===== src/design/ccs_defines.vh =====
`ifndef CCS_DEFINES_VH
`define CCS_DEFINES_VH
// Maintenance operation codes on the request side
`define CCS_OP_CLEAN_SHARED 2'h0
`define CCS_OP_CLEAN_INVALID 2'h1
`define CCS_OP_MAKE_INVALID 2'h2
// Two-bit domain attribute
`define CCS_DOM_NON_SHARE 2'h0
`define CCS_DOM_INNER 2'h1
`define CCS_DOM_OUTER 2'h2
`define CCS_DOM_SYSTEM 2'h3
// Cache attribute used for maintenance that must reach every cache
`define CCS_CACHE_ALL 4'hf
// Cache attribute held while no request has been captured
`define CCS_CACHE_NONE 4'h0
// Sequencer states
`define CCS_ST_IDLE 3'h0
`define CCS_ST_DRAIN 3'h1
`define CCS_ST_WBREQ 3'h2
`define CCS_ST_WBWAIT 3'h3
`define CCS_ST_INVAL 3'h4
`define CCS_ST_ISSUE 3'h5
`define CCS_ST_WAIT 3'h6
`endif


===== src/design/ccs_sequencer.v =====
`timescale 1ns/1ps
`include "ccs_defines.vh"
// Overview of operation
// - Drain allocating shareable transactions before maintenance
// - Dirty clean ops write back first, wait
// - Clean line with traffic ends not dirty
// - Invalidating ops drop local copy before issue
// - Issue maintenance only after all completions
// - CleanShared may evict or write unique line
// - Block allocating shareable requests until done
// - Write-backs keep snoop filter tracking correct
// - Maintenance attributes may differ from line's
// - Snooped master needs only ordinary behaviour
// - Attributes select targeted caches
// - Adapt attributes, outer shareable for all
// - Non-coherent updates unpredictable until invalidate
// - Domain codes 00 01 10 11
module ccs_sequencer #(
  parameter ADDR_W = 40
) (
  // Clock, reset, enable
  input wire clk,
  input wire reset,
  input wire clkEn,
  // Maintenance request from the processor side
  input wire reqValid,
  output wire reqReady,
  input wire [1:0] reqOp,
  input wire [ADDR_W-1:0] reqAddr,
  input wire [3:0] reqCache,
  input wire [1:0] reqDomain,
  input wire reqReachAll,
  output reg doneValid,
  // Local cache state of the target line
  output reg [ADDR_W-1:0] lookupAddr,
  input wire lineValid,
  input wire lineDirty,
  // Outstanding shareable allocating transactions to the target line
  input wire lineBusy,
  // Write-back or write-clean channel
  output reg wbValid,
  output reg wbClean,
  input wire wbReady,
  input wire wbDone,
  // Local invalidate strobe
  output reg invValid,
  // Maintenance request toward the interconnect
  output reg cmoValid,
  input wire cmoReady,
  output reg [1:0] cmoOp,
  output reg [ADDR_W-1:0] cmoAddr,
  output reg [3:0] cmoCache,
  output reg [1:0] cmoDomain,
  input wire cmoResp,
  // Blocking check for new allocating shareable requests
  input wire [ADDR_W-1:0] allocAddr,
  output wire allocBlock,
  output wire [2:0] seqState
);
  reg [2:0] state_r;
  reg [2:0] state_nxt;
  reg [1:0] op_r;
  reg active_r;
  wire [3:0] adCache;
  wire [1:0] adDomain;
  wire isClean;
  wire isInval;

  assign isClean = (op_r == `CCS_OP_CLEAN_SHARED) ||
                   (op_r == `CCS_OP_CLEAN_INVALID);
  assign isInval = (op_r == `CCS_OP_CLEAN_INVALID) ||
                   (op_r == `CCS_OP_MAKE_INVALID);
  // Ready only while running, so a frozen block cannot lose a request
  assign reqReady = (state_r == `CCS_ST_IDLE) && clkEn;
  assign seqState = state_r;
  // Address match blocks allocation for the whole sequence; snoops are
  // not gated here and keep their ordinary handling
  assign allocBlock = active_r && (allocAddr == lookupAddr);

  ccs_attr_adapt uAdapt (
    .instCache(reqCache),
    .instDomain(reqDomain),
    .reachAll(reqReachAll),
    .cmoCache(adCache),
    .cmoDomain(adDomain)
  );

  // Next-state: drain, write back, invalidate, issue, wait response
  always @* begin
    state_nxt = state_r;
    case (state_r)
      `CCS_ST_IDLE: begin
        if (reqValid) begin
          state_nxt = `CCS_ST_DRAIN;
        end
      end
      `CCS_ST_DRAIN: begin
        // Dirty is re-sampled after drain so late fills are caught; the
        // line may flip while a non-coherent agent owns it
        if (!lineBusy) begin
          if (isClean && lineValid && lineDirty) begin
            state_nxt = `CCS_ST_WBREQ;
          end else if (isInval && lineValid) begin
            state_nxt = `CCS_ST_INVAL;
          end else begin
            state_nxt = `CCS_ST_ISSUE;
          end
        end
      end
      `CCS_ST_WBREQ: begin
        if (wbReady) begin
          state_nxt = `CCS_ST_WBWAIT;
        end
      end
      `CCS_ST_WBWAIT: begin
        if (wbDone) begin
          state_nxt = isInval ? `CCS_ST_INVAL : `CCS_ST_ISSUE;
        end
      end
      `CCS_ST_INVAL: begin
        state_nxt = `CCS_ST_ISSUE;
      end
      `CCS_ST_ISSUE: begin
        if (cmoReady) begin
          state_nxt = `CCS_ST_WAIT;
        end
      end
      `CCS_ST_WAIT: begin
        if (cmoResp) begin
          state_nxt = `CCS_ST_IDLE;
        end
      end
      default: begin
        state_nxt = `CCS_ST_IDLE;
      end
    endcase
  end

  // State register; the clock enable freezes the whole sequence
  always @(posedge clk or posedge reset) begin
    if (reset) begin
      state_r <= `CCS_ST_IDLE;
    end else if (clkEn) begin
      state_r <= state_nxt;
    end
  end

  // Capture the request and its adapted attributes at acceptance
  always @(posedge clk or posedge reset) begin
    if (reset) begin
      op_r <= `CCS_OP_CLEAN_SHARED;
      lookupAddr <= {ADDR_W{1'b0}};
      cmoOp <= `CCS_OP_CLEAN_SHARED;
      cmoAddr <= {ADDR_W{1'b0}};
      cmoCache <= `CCS_CACHE_NONE;
      cmoDomain <= `CCS_DOM_NON_SHARE;
    end else if (clkEn && state_r == `CCS_ST_IDLE && reqValid) begin
      op_r <= reqOp;
      lookupAddr <= reqAddr;
      cmoOp <= reqOp;
      cmoAddr <= reqAddr;
      cmoCache <= adCache;
      cmoDomain <= adDomain;
    end
  end

  // CleanShared keeps the line, so write-clean; else write back
  always @(posedge clk or posedge reset) begin
    if (reset) begin
      wbValid <= 1'b0;
      wbClean <= 1'b0;
    end else if (clkEn) begin
      if (state_nxt == `CCS_ST_WBREQ && state_r != `CCS_ST_WBREQ) begin
        wbValid <= 1'b1;
        wbClean <= (op_r == `CCS_OP_CLEAN_SHARED);
      end else if (state_r == `CCS_ST_WBREQ && wbReady) begin
        wbValid <= 1'b0;
      end
    end
  end

  // One-cycle local invalidate, only once drain and write-back are over
  always @(posedge clk or posedge reset) begin
    if (reset) begin
      invValid <= 1'b0;
    end else if (clkEn) begin
      invValid <= (state_nxt == `CCS_ST_INVAL);
    end
  end

  // Maintenance request raised on entry to issue, held until taken
  always @(posedge clk or posedge reset) begin
    if (reset) begin
      cmoValid <= 1'b0;
    end else if (clkEn) begin
      if (state_nxt == `CCS_ST_ISSUE && state_r != `CCS_ST_ISSUE) begin
        cmoValid <= 1'b1;
      end else if (state_r == `CCS_ST_ISSUE && cmoReady) begin
        cmoValid <= 1'b0;
      end
    end
  end

  // Sequence stays active, blocking allocation, until the response
  always @(posedge clk or posedge reset) begin
    if (reset) begin
      active_r <= 1'b0;
      doneValid <= 1'b0;
    end else if (clkEn) begin
      doneValid <= 1'b0;
      if (state_r == `CCS_ST_IDLE && reqValid) begin
        active_r <= 1'b1;
      end
      if (state_r == `CCS_ST_WAIT && cmoResp) begin
        active_r <= 1'b0;
        doneValid <= 1'b1;
      end
    end
  end
endmodule


===== src/design/ccs_attr_adapt.v =====
`timescale 1ns/1ps
`include "ccs_defines.vh"
// Adapts instruction attributes so the maintenance reaches the needed caches
module ccs_attr_adapt (
  // Instruction attributes
  input wire [3:0] instCache,
  input wire [1:0] instDomain,
  input wire reachAll,
  // Adapted attributes
  output reg [3:0] cmoCache,
  output reg [1:0] cmoDomain
);
  // Outer shareable is the most pervasive maintenance domain
  always @* begin
    cmoCache = instCache;
    cmoDomain = instDomain;
    if (reachAll) begin
      cmoCache = `CCS_CACHE_ALL;
      cmoDomain = `CCS_DOM_OUTER;
    end
  end
endmodule


===== config.mk =====
export PLATFORM = sky130hd
export DESIGN_NAME = ccs_sequencer
export DESIGN_NICKNAME = d
export VERILOG_FILES = /design/src/design/ccs_sequencer.v /design/src/design/ccs_attr_adapt.v
export VERILOG_INCLUDE_DIRS = /design/src /design/src/design
export SDC_FILE = /design/constraint.sdc
export NUM_CORES = 1
export LEC_CHECK = 0
export ABC_AREA = 0
export CORE_AREA = 4 4 78 109
export CTS_CLUSTER_DIAMETER = 50
export DETAILED_ROUTE_END_ITERATION = 12
export DIE_AREA = 0 0 82 113
export DONT_BUFFER_PORTS = 1
export GPL_ROUTABILITY_DRIVEN = 1
export PLACE_DENSITY_LB_ADDON = 0.12
export SETUP_SLACK_MARGIN = 0.3
export SKIP_LAST_GASP = 1
export SYNTH_ARGS = -nofsm -noshare
export SYNTH_HDL_FRONTEND = slang
export SYNTH_SLANG_ARGS = --single-unit

===== constraint.sdc =====
create_clock -name clk -period 2.3 [get_ports clk]
set_input_delay 0 -clock clk [delete_from_list [all_inputs] [get_ports clk]]
set_output_delay 0 -clock clk [all_outputs]
set_load 0.02 [all_outputs]

==> out/metrics.yaml, run 1 <==
critical_path_required_ns: 2.30
drive_above_1_share: 0.2599
grt_overflow: 0
powerDensity_nw_per_um2: 1456
async_reset_ff_frac: 1.000
synthCells: 280
gp_congestion: 0.8368
path_max_fanout: 2
fp.coreArea_um2: 7607
cts_tree: "yes"
dieArea_um2: 9266
drc_errors: 0
timing.max_cap.violations: 0
grt_setup_unrepaired: "true"
dp.cells: 371
synth_top_cells_by_area: "dfrtp_1, mux2_1, buf_4"
pwr-share-clk: 0.136
synth_area_per_cell_um2: 11.24
cts_made_buffers: 9
synth_top_area_share: 0.4533
first_pass_iters: 4
fin_tns_setup_ns: 0
peakVddDrop_mv: 0.7483
n_antenna_cell: 0
clockRootBuffer: "clkbuf_8"
ios: 198
hold_path_class: "in -> reg"
track_usage: 0.1813
finalCritPeriodShare: 0.9450
ys_types: 35
netSwitchingPower_mw: 2.907
seq_area_um2: 1429
fin_util: 0.5462
cp-start-kind: "flip-flop"
slew_headroom: 0.6829
multiInputGateArea_um2: 1444
antenna_found_initial: 0
finalSetupViolCount: 0
cellLeakagePower_nw: 1.809
instances_no_fill: 454
yosys_register_bits: 57
ys_warn_count: 0
p_seq_frac: 0.391
status: "finished, final reports clean"
die_y_um: 113
power.internal_mw: 3.143
place_area_um2: 3254
max_freq_mhz: 460.1
power_frac_comb: 0.472
rows: 38
clockBufferDepth: 2
slew_violations: 0
cts.clk_slew.worst_paths_ns: 0.07
clock_sinks: 57
grt_max_degree: 32
port_buffers: 0
end_kind: "primary output"
yosys.area.top_type: "dfrtp_1"
wl_per_cell_um: 18.20
wirelength_um: 8264
final_antenna_net_count: 0
synth_seq_area_share: 0.4533
synth_area_um2: 3147
tightest_slew_ns: 0.4682
avgViaCountPerCell: 5.035
finalHoldViolations: 0
power_mw: 6.050
cp.arrival_ns: 2.17
timing.final.crit_period_ns: 2.174
synth-edff-count: 0
synth_fp_nets: 382
finalNetCount: 451
fin_area_um2: 4155
vias: 2286
synthFlopType: "dfrtp_1"
area_delta_synth_final_pct: 32.05
dieWidth_um: 82
htreeDepth: 3
fin_skew_ns: 0.007902
critical_path_class: "reg -> out"
grt_pass1_vias: 2527
drt_iter0_drc: 73
fillers: 639
hpwl_um: 5747
grt_pass1_wl_um: 12450
start_util: 0.4137
p_sw_frac: 0.4806
clkLatencyLatePin_ns: 0.33
## worst paths after layout
check	cells past startpoint	slack, ns	to	start
setup reg to reg	4	0.32	wbClean	seqState[1]
hold reg to reg	2	0.55	active_r	active_r
hold / removal	4	0.06	invValid	reqValid
min in group asynchronous	3	0.19	cmoAddr[24]	reset
max in group asynchronous	3	1.76	seqState[1]	reset
setup / recovery	6	0.13	allocBlock	cmoAddr[1]
## repair_timing
item                                    CTS  global route
resized for setup                         7             6
buffers inserted                          2             4
cloned                                    0             0
endpoints found under the hold margin   113             0
endpoints found under the setup margin    2             2
hold buffers                             61             0
pin swaps                                 5             5
## cells in the mapped netlist (all sizes together), types with 2 or more instances
library cell / number
buf: 46
o211ai: 3
nor2: 13
dfrtp: 57
nand2: 15
o2111ai: 2
xnor2: 20
nor4: 6
nand2b: 3
a21oi: 3
o21ai: 15
inv: 6
xor2: 20
mux2: 43
o2bb2ai: 2
clkbuf: 2
ha: 2
nand3: 5
nand4: 7
## cell families (layout without fill, tap and decap cells)
group                      Yosys count  after routing  share of synthesized area
DFF                                 57             57                     0.4533
and+or+nand+nor                     55             55                    0.09662
buffers and inverters               54            128                     0.1145
muxes                               43             43                     0.1551
xor gates and xnor gates            40             40                     0.1113
AOI/OAI and AO/OA                   29             29                    0.06123
adders and majority gates            2              2                   0.007951
## power by group through the flow
stage               Sequential, mW  Combinational, mW  Clock (mW)
global route                  2.44               3.10       0.898
floorplan                     2.54               2.09           0
CTS                           2.37               2.75       0.868
finish                        2.37               2.86       0.826
global placement              2.37               2.57           0
detailed placement            2.38               2.60           0
## flip-flops by register name, indices dropped and copies added, names as in the netlist
register,flops
cmoDomain,2
cmoCache,4
active_r,1
cmoAddr,40
cmoValid,1
wbValid,1
invValid,1
seqState,3
op_r,2
doneValid,1
wbClean,1
## cell usage in the layout (no fill, tap or decap), drive strengths merged, types with 5 or more instances in the layout
| cell type | count |
|---|---|
| nand3 | 5 |
| dlygate4sd3 | 61 |
| inv | 6 |
| clkbuf | 13 |
| nor4 | 6 |
| dfrtp | 57 |
| nand2 | 15 |
| nand4 | 7 |
| o21ai | 15 |
| xnor2 | 20 |
| xor2 | 20 |
| nor2 | 13 |
| mux2 | 43 |
| buf | 45 |
## layout make-up
class                      instances  share of cell area
inverter                           6            0.005420
sequential                        57              0.3439
tap                              100             0.03011
multi-input combinational        169              0.3475
timing repair buffer             106              0.2313
clock inverter                     3            0.003613
clock buffer                      13             0.03824
## through the flow
step | setup WS (ns) | hold WS (ns)
2_1_floorplan | 0.2981 | 0.1084
3_3_place_gp | 0.2467 | -0.02429
3_5_place_dp | 0.2045 | -0.02326
4_1_cts | 0.08958 | 0.03947
5_1_grt | 0.002253 | 0.07590
6_report | 0.1265 | 0.06152
## per-layer routing
metal	global-route usage	part of all wire	vias to the layer above	routed length [um]
met2	0.3184	0.54	116	4463
li1	-	-	1064	-
met1	0.1899	0.35	1092	2932
met3	0.05892	0.086	14	712
met5	0	0	-	0
met4	0.08537	0.019	0	155
## critical path: stages, from the launching register on
cell and delay (ns):
dfrtp_1 0.38, xor2_1 0.17, nor4_2 0.32, nand3_1 0.13, or4_4 0.51, nor4_4 0.14
buf_4 0.18
No activity file was read; power rests on OpenSTA's default activity.
==> inputs of run 2 (changes only) <==
REMOVE_ABC_BUFFERS = 1   (was unset)
==> out/metrics.yaml, run 2 (same netlist as run 1, synthesis figures left out) <==
grt_setup_unrepaired: "true"
avgViaCountPerCell: 5.137  # +2.0%
slew_headroom: 0.6709  # -0.01201
p_seq_frac: 0.365  # -0.026
port_buffers: 0  # unchanged
htreeDepth: 3  # unchanged
timing.max_cap.violations: 0  # unchanged
hold_path_class: "in -> reg"
vias: 2322  # +1.6%
max_freq_mhz: 466.9  # +1.5%
largest_reg_flops: 40  # unchanged
grt_pass1_wl_um: 12540  # +0.67%
top_register: "cmoAddr"
drive_above_1_share: 0.2585  # -0.001364
pwr-share-clk: 0.159  # +0.023
tightest_slew_ns: 0.4936  # +0.02542 ns
cp_slowest_cell: "or4_4"
wl_per_cell_um: 17.99  # -1.1%
power.internal_mw: 3.330  # +6.0%
drt_iter0_drc: 65  # -11%
instances_no_fill: 452  # -0.44%
cp-start-kind: "flip-flop"
n_antenna_cell: 0  # unchanged
fp.coreArea_um2: 7607  # unchanged
clockBufferDepth: 2  # unchanged
cts_made_buffers: 9  # unchanged
finalNetCount: 450  # -0.22%
timing.final.crit_period_ns: 2.142  # -0.03154 ns
grt_pass1_vias: 2557  # +1.2%
slew_violations: 0  # unchanged
layout.cells.most_common: "dlygate4sd3_1"
antenna_found_initial: 0  # unchanged
gp_congestion: 0.7862  # -6.0%
peakVddDrop_mv: 0.7861  # +5.1%
grt_overflow: 0  # unchanged
cts_tree: "yes"
powerDensity_nw_per_um2: 1479  # +1.6%
critPathMaxStageDelay_ns: 0.53  # +0.02 ns
finalSetupViolCount: 0  # unchanged
area_delta_synth_final_pct: 33.20
hold_ws_ns: 0.03477  # -0.02674 ns
clock_sinks: 57  # unchanged
rows: 38  # unchanged
finalCritPeriodShare: 0.9313  # -0.01371
dp.cells: 370  # -0.27%
critical_path_required_ns: 2.30  # about the same
dieArea_um2: 9266  # unchanged
power_mw: 6.199  # +2.5%
start_util: 0.4137  # unchanged
die_y_um: 113  # unchanged
first_pass_iters: 4  # unchanged
finalHoldViolations: 0  # unchanged
hpwl_um: 5681  # -1.1%
drc_errors: 0  # unchanged
end_kind: "primary output"
track_usage: 0.1816  # +0.0003263
p_sw_frac: 0.4628  # -0.01778
clkLatencyLatePin_ns: 0.33  # about the same
final_antenna_net_count: 0  # unchanged
cellLeakagePower_nw: 1.829  # +1.1%
final_cell_mix: "dlygate4sd3_1, dfrtp_1, buf_4, mux2_1"
netSwitchingPower_mw: 2.869  # -1.3%
cts.clk_slew.worst_paths_ns: 0.07  # about the same
status: "finished, final reports clean"
dieWidth_um: 82  # unchanged
wirelength_um: 8133  # -1.6%
path_max_fanout: 2  # unchanged
worstPathCellList: "xor2_1, nor4_2, nand3_1, or4_4, nor4_4, buf_4"
fin_skew_ns: 0.009218  # +0.001316 ns
clockRootBuffer: "clkbuf_8"
power_frac_comb: 0.476  # +0.004
grt_max_degree: 58  # +81%
critical_path_class: "reg -> out"
cp.arrival_ns: 2.14  # -0.03 ns
ios: 198  # unchanged
run 2: critical path, delay by kind of cell, from the launching register on:
| kind | cells | cell delay [ns] |
|---|---|---|
| XOR/XNOR | 1 | 0.17 |
| flip-flops | 1 | 0.39 |
| AND/OR/NAND/NOR | 4 | 1.08 |
| buffers and inverters | 1 | 0.17 |
run 2: cell type report:
class | instances | area, um^2
multi-input combinational | 169 | 1431
tap | 100 | 125.1
clock inverter | 2 | 35.03
inverter | 6 | 22.52
timing repair buffer | 105 | 969.7
fill | 668 | 3416
clock buffer | 13 | 178.9
sequential | 57 | 1429
run 2: worst paths after layout:
| path | from | to | slack [ns] | cells past startpoint |
|---|---|---|---|---|
| hold reg to reg | active_r | active_r | 0.55 | 2 |
| setup reg to reg | seqState[1] | wbClean | 0.36 | 4 |
| max in group asynchronous | reset | seqState[1] | 1.84 | 3 |
| setup / recovery | cmoAddr[6] | allocBlock | 0.16 | 6 |
| min in group asynchronous | reset | cmoDomain[0] | 0.18 | 3 |
| hold / removal | clkEn | invValid | 0.03 | 3 |
run 2: power by group through the flow:
stage | Clock, mW | Sequential (mW) | Combinational (mW)
floorplan | 0 | 3.05 | 1.04
global placement | 0 | 2.28 | 2.66
detailed placement | 0 | 2.29 | 2.69
CTS | 1.02 | 2.28 | 2.79
global route | 1.08 | 2.34 | 3.20
finish | 0.983 | 2.26 | 2.95
run 2: layer usage:
| layer | global-route usage | vias to the layer above | wire length [um] |
|---|---|---|---|
| li1 | - | 1064 | - |
| met1 | 0.1905 | 1123 | 2831 |
| met2 | 0.3125 | 115 | 4456 |
| met3 | 0.07006 | 20 | 627 |
| met4 | 0.08315 | 0 | 217 |
| met5 | 0 | - | 0 |
run 2: timing repair:
item,4_1_cts,5_1_grt
endpoints found under the setup margin,2,2
hold endpoints to repair,113,0
hold buffers,61,0
pin swaps,5,9
setup buffers,0,6
cloned,0,0
resized for setup,5,9
run 2: stage by stage:
stage | util | setup WS [ns] | setup TNS (ns) | instance area [um^2]
floorplan | - | -0.6173 | -27.74 | 2809
global placement | 0.4268 | 0.2554 | 0 | 3247
detailed placement | 0.4268 | 0.2364 | 0 | 3247
CTS | 0.5377 | 0.01779 | 0 | 4090
global route | 0.5510 | 0.03358 | 0 | 4192
finish | 0.5510 | 0.1580 | 0 | 4192
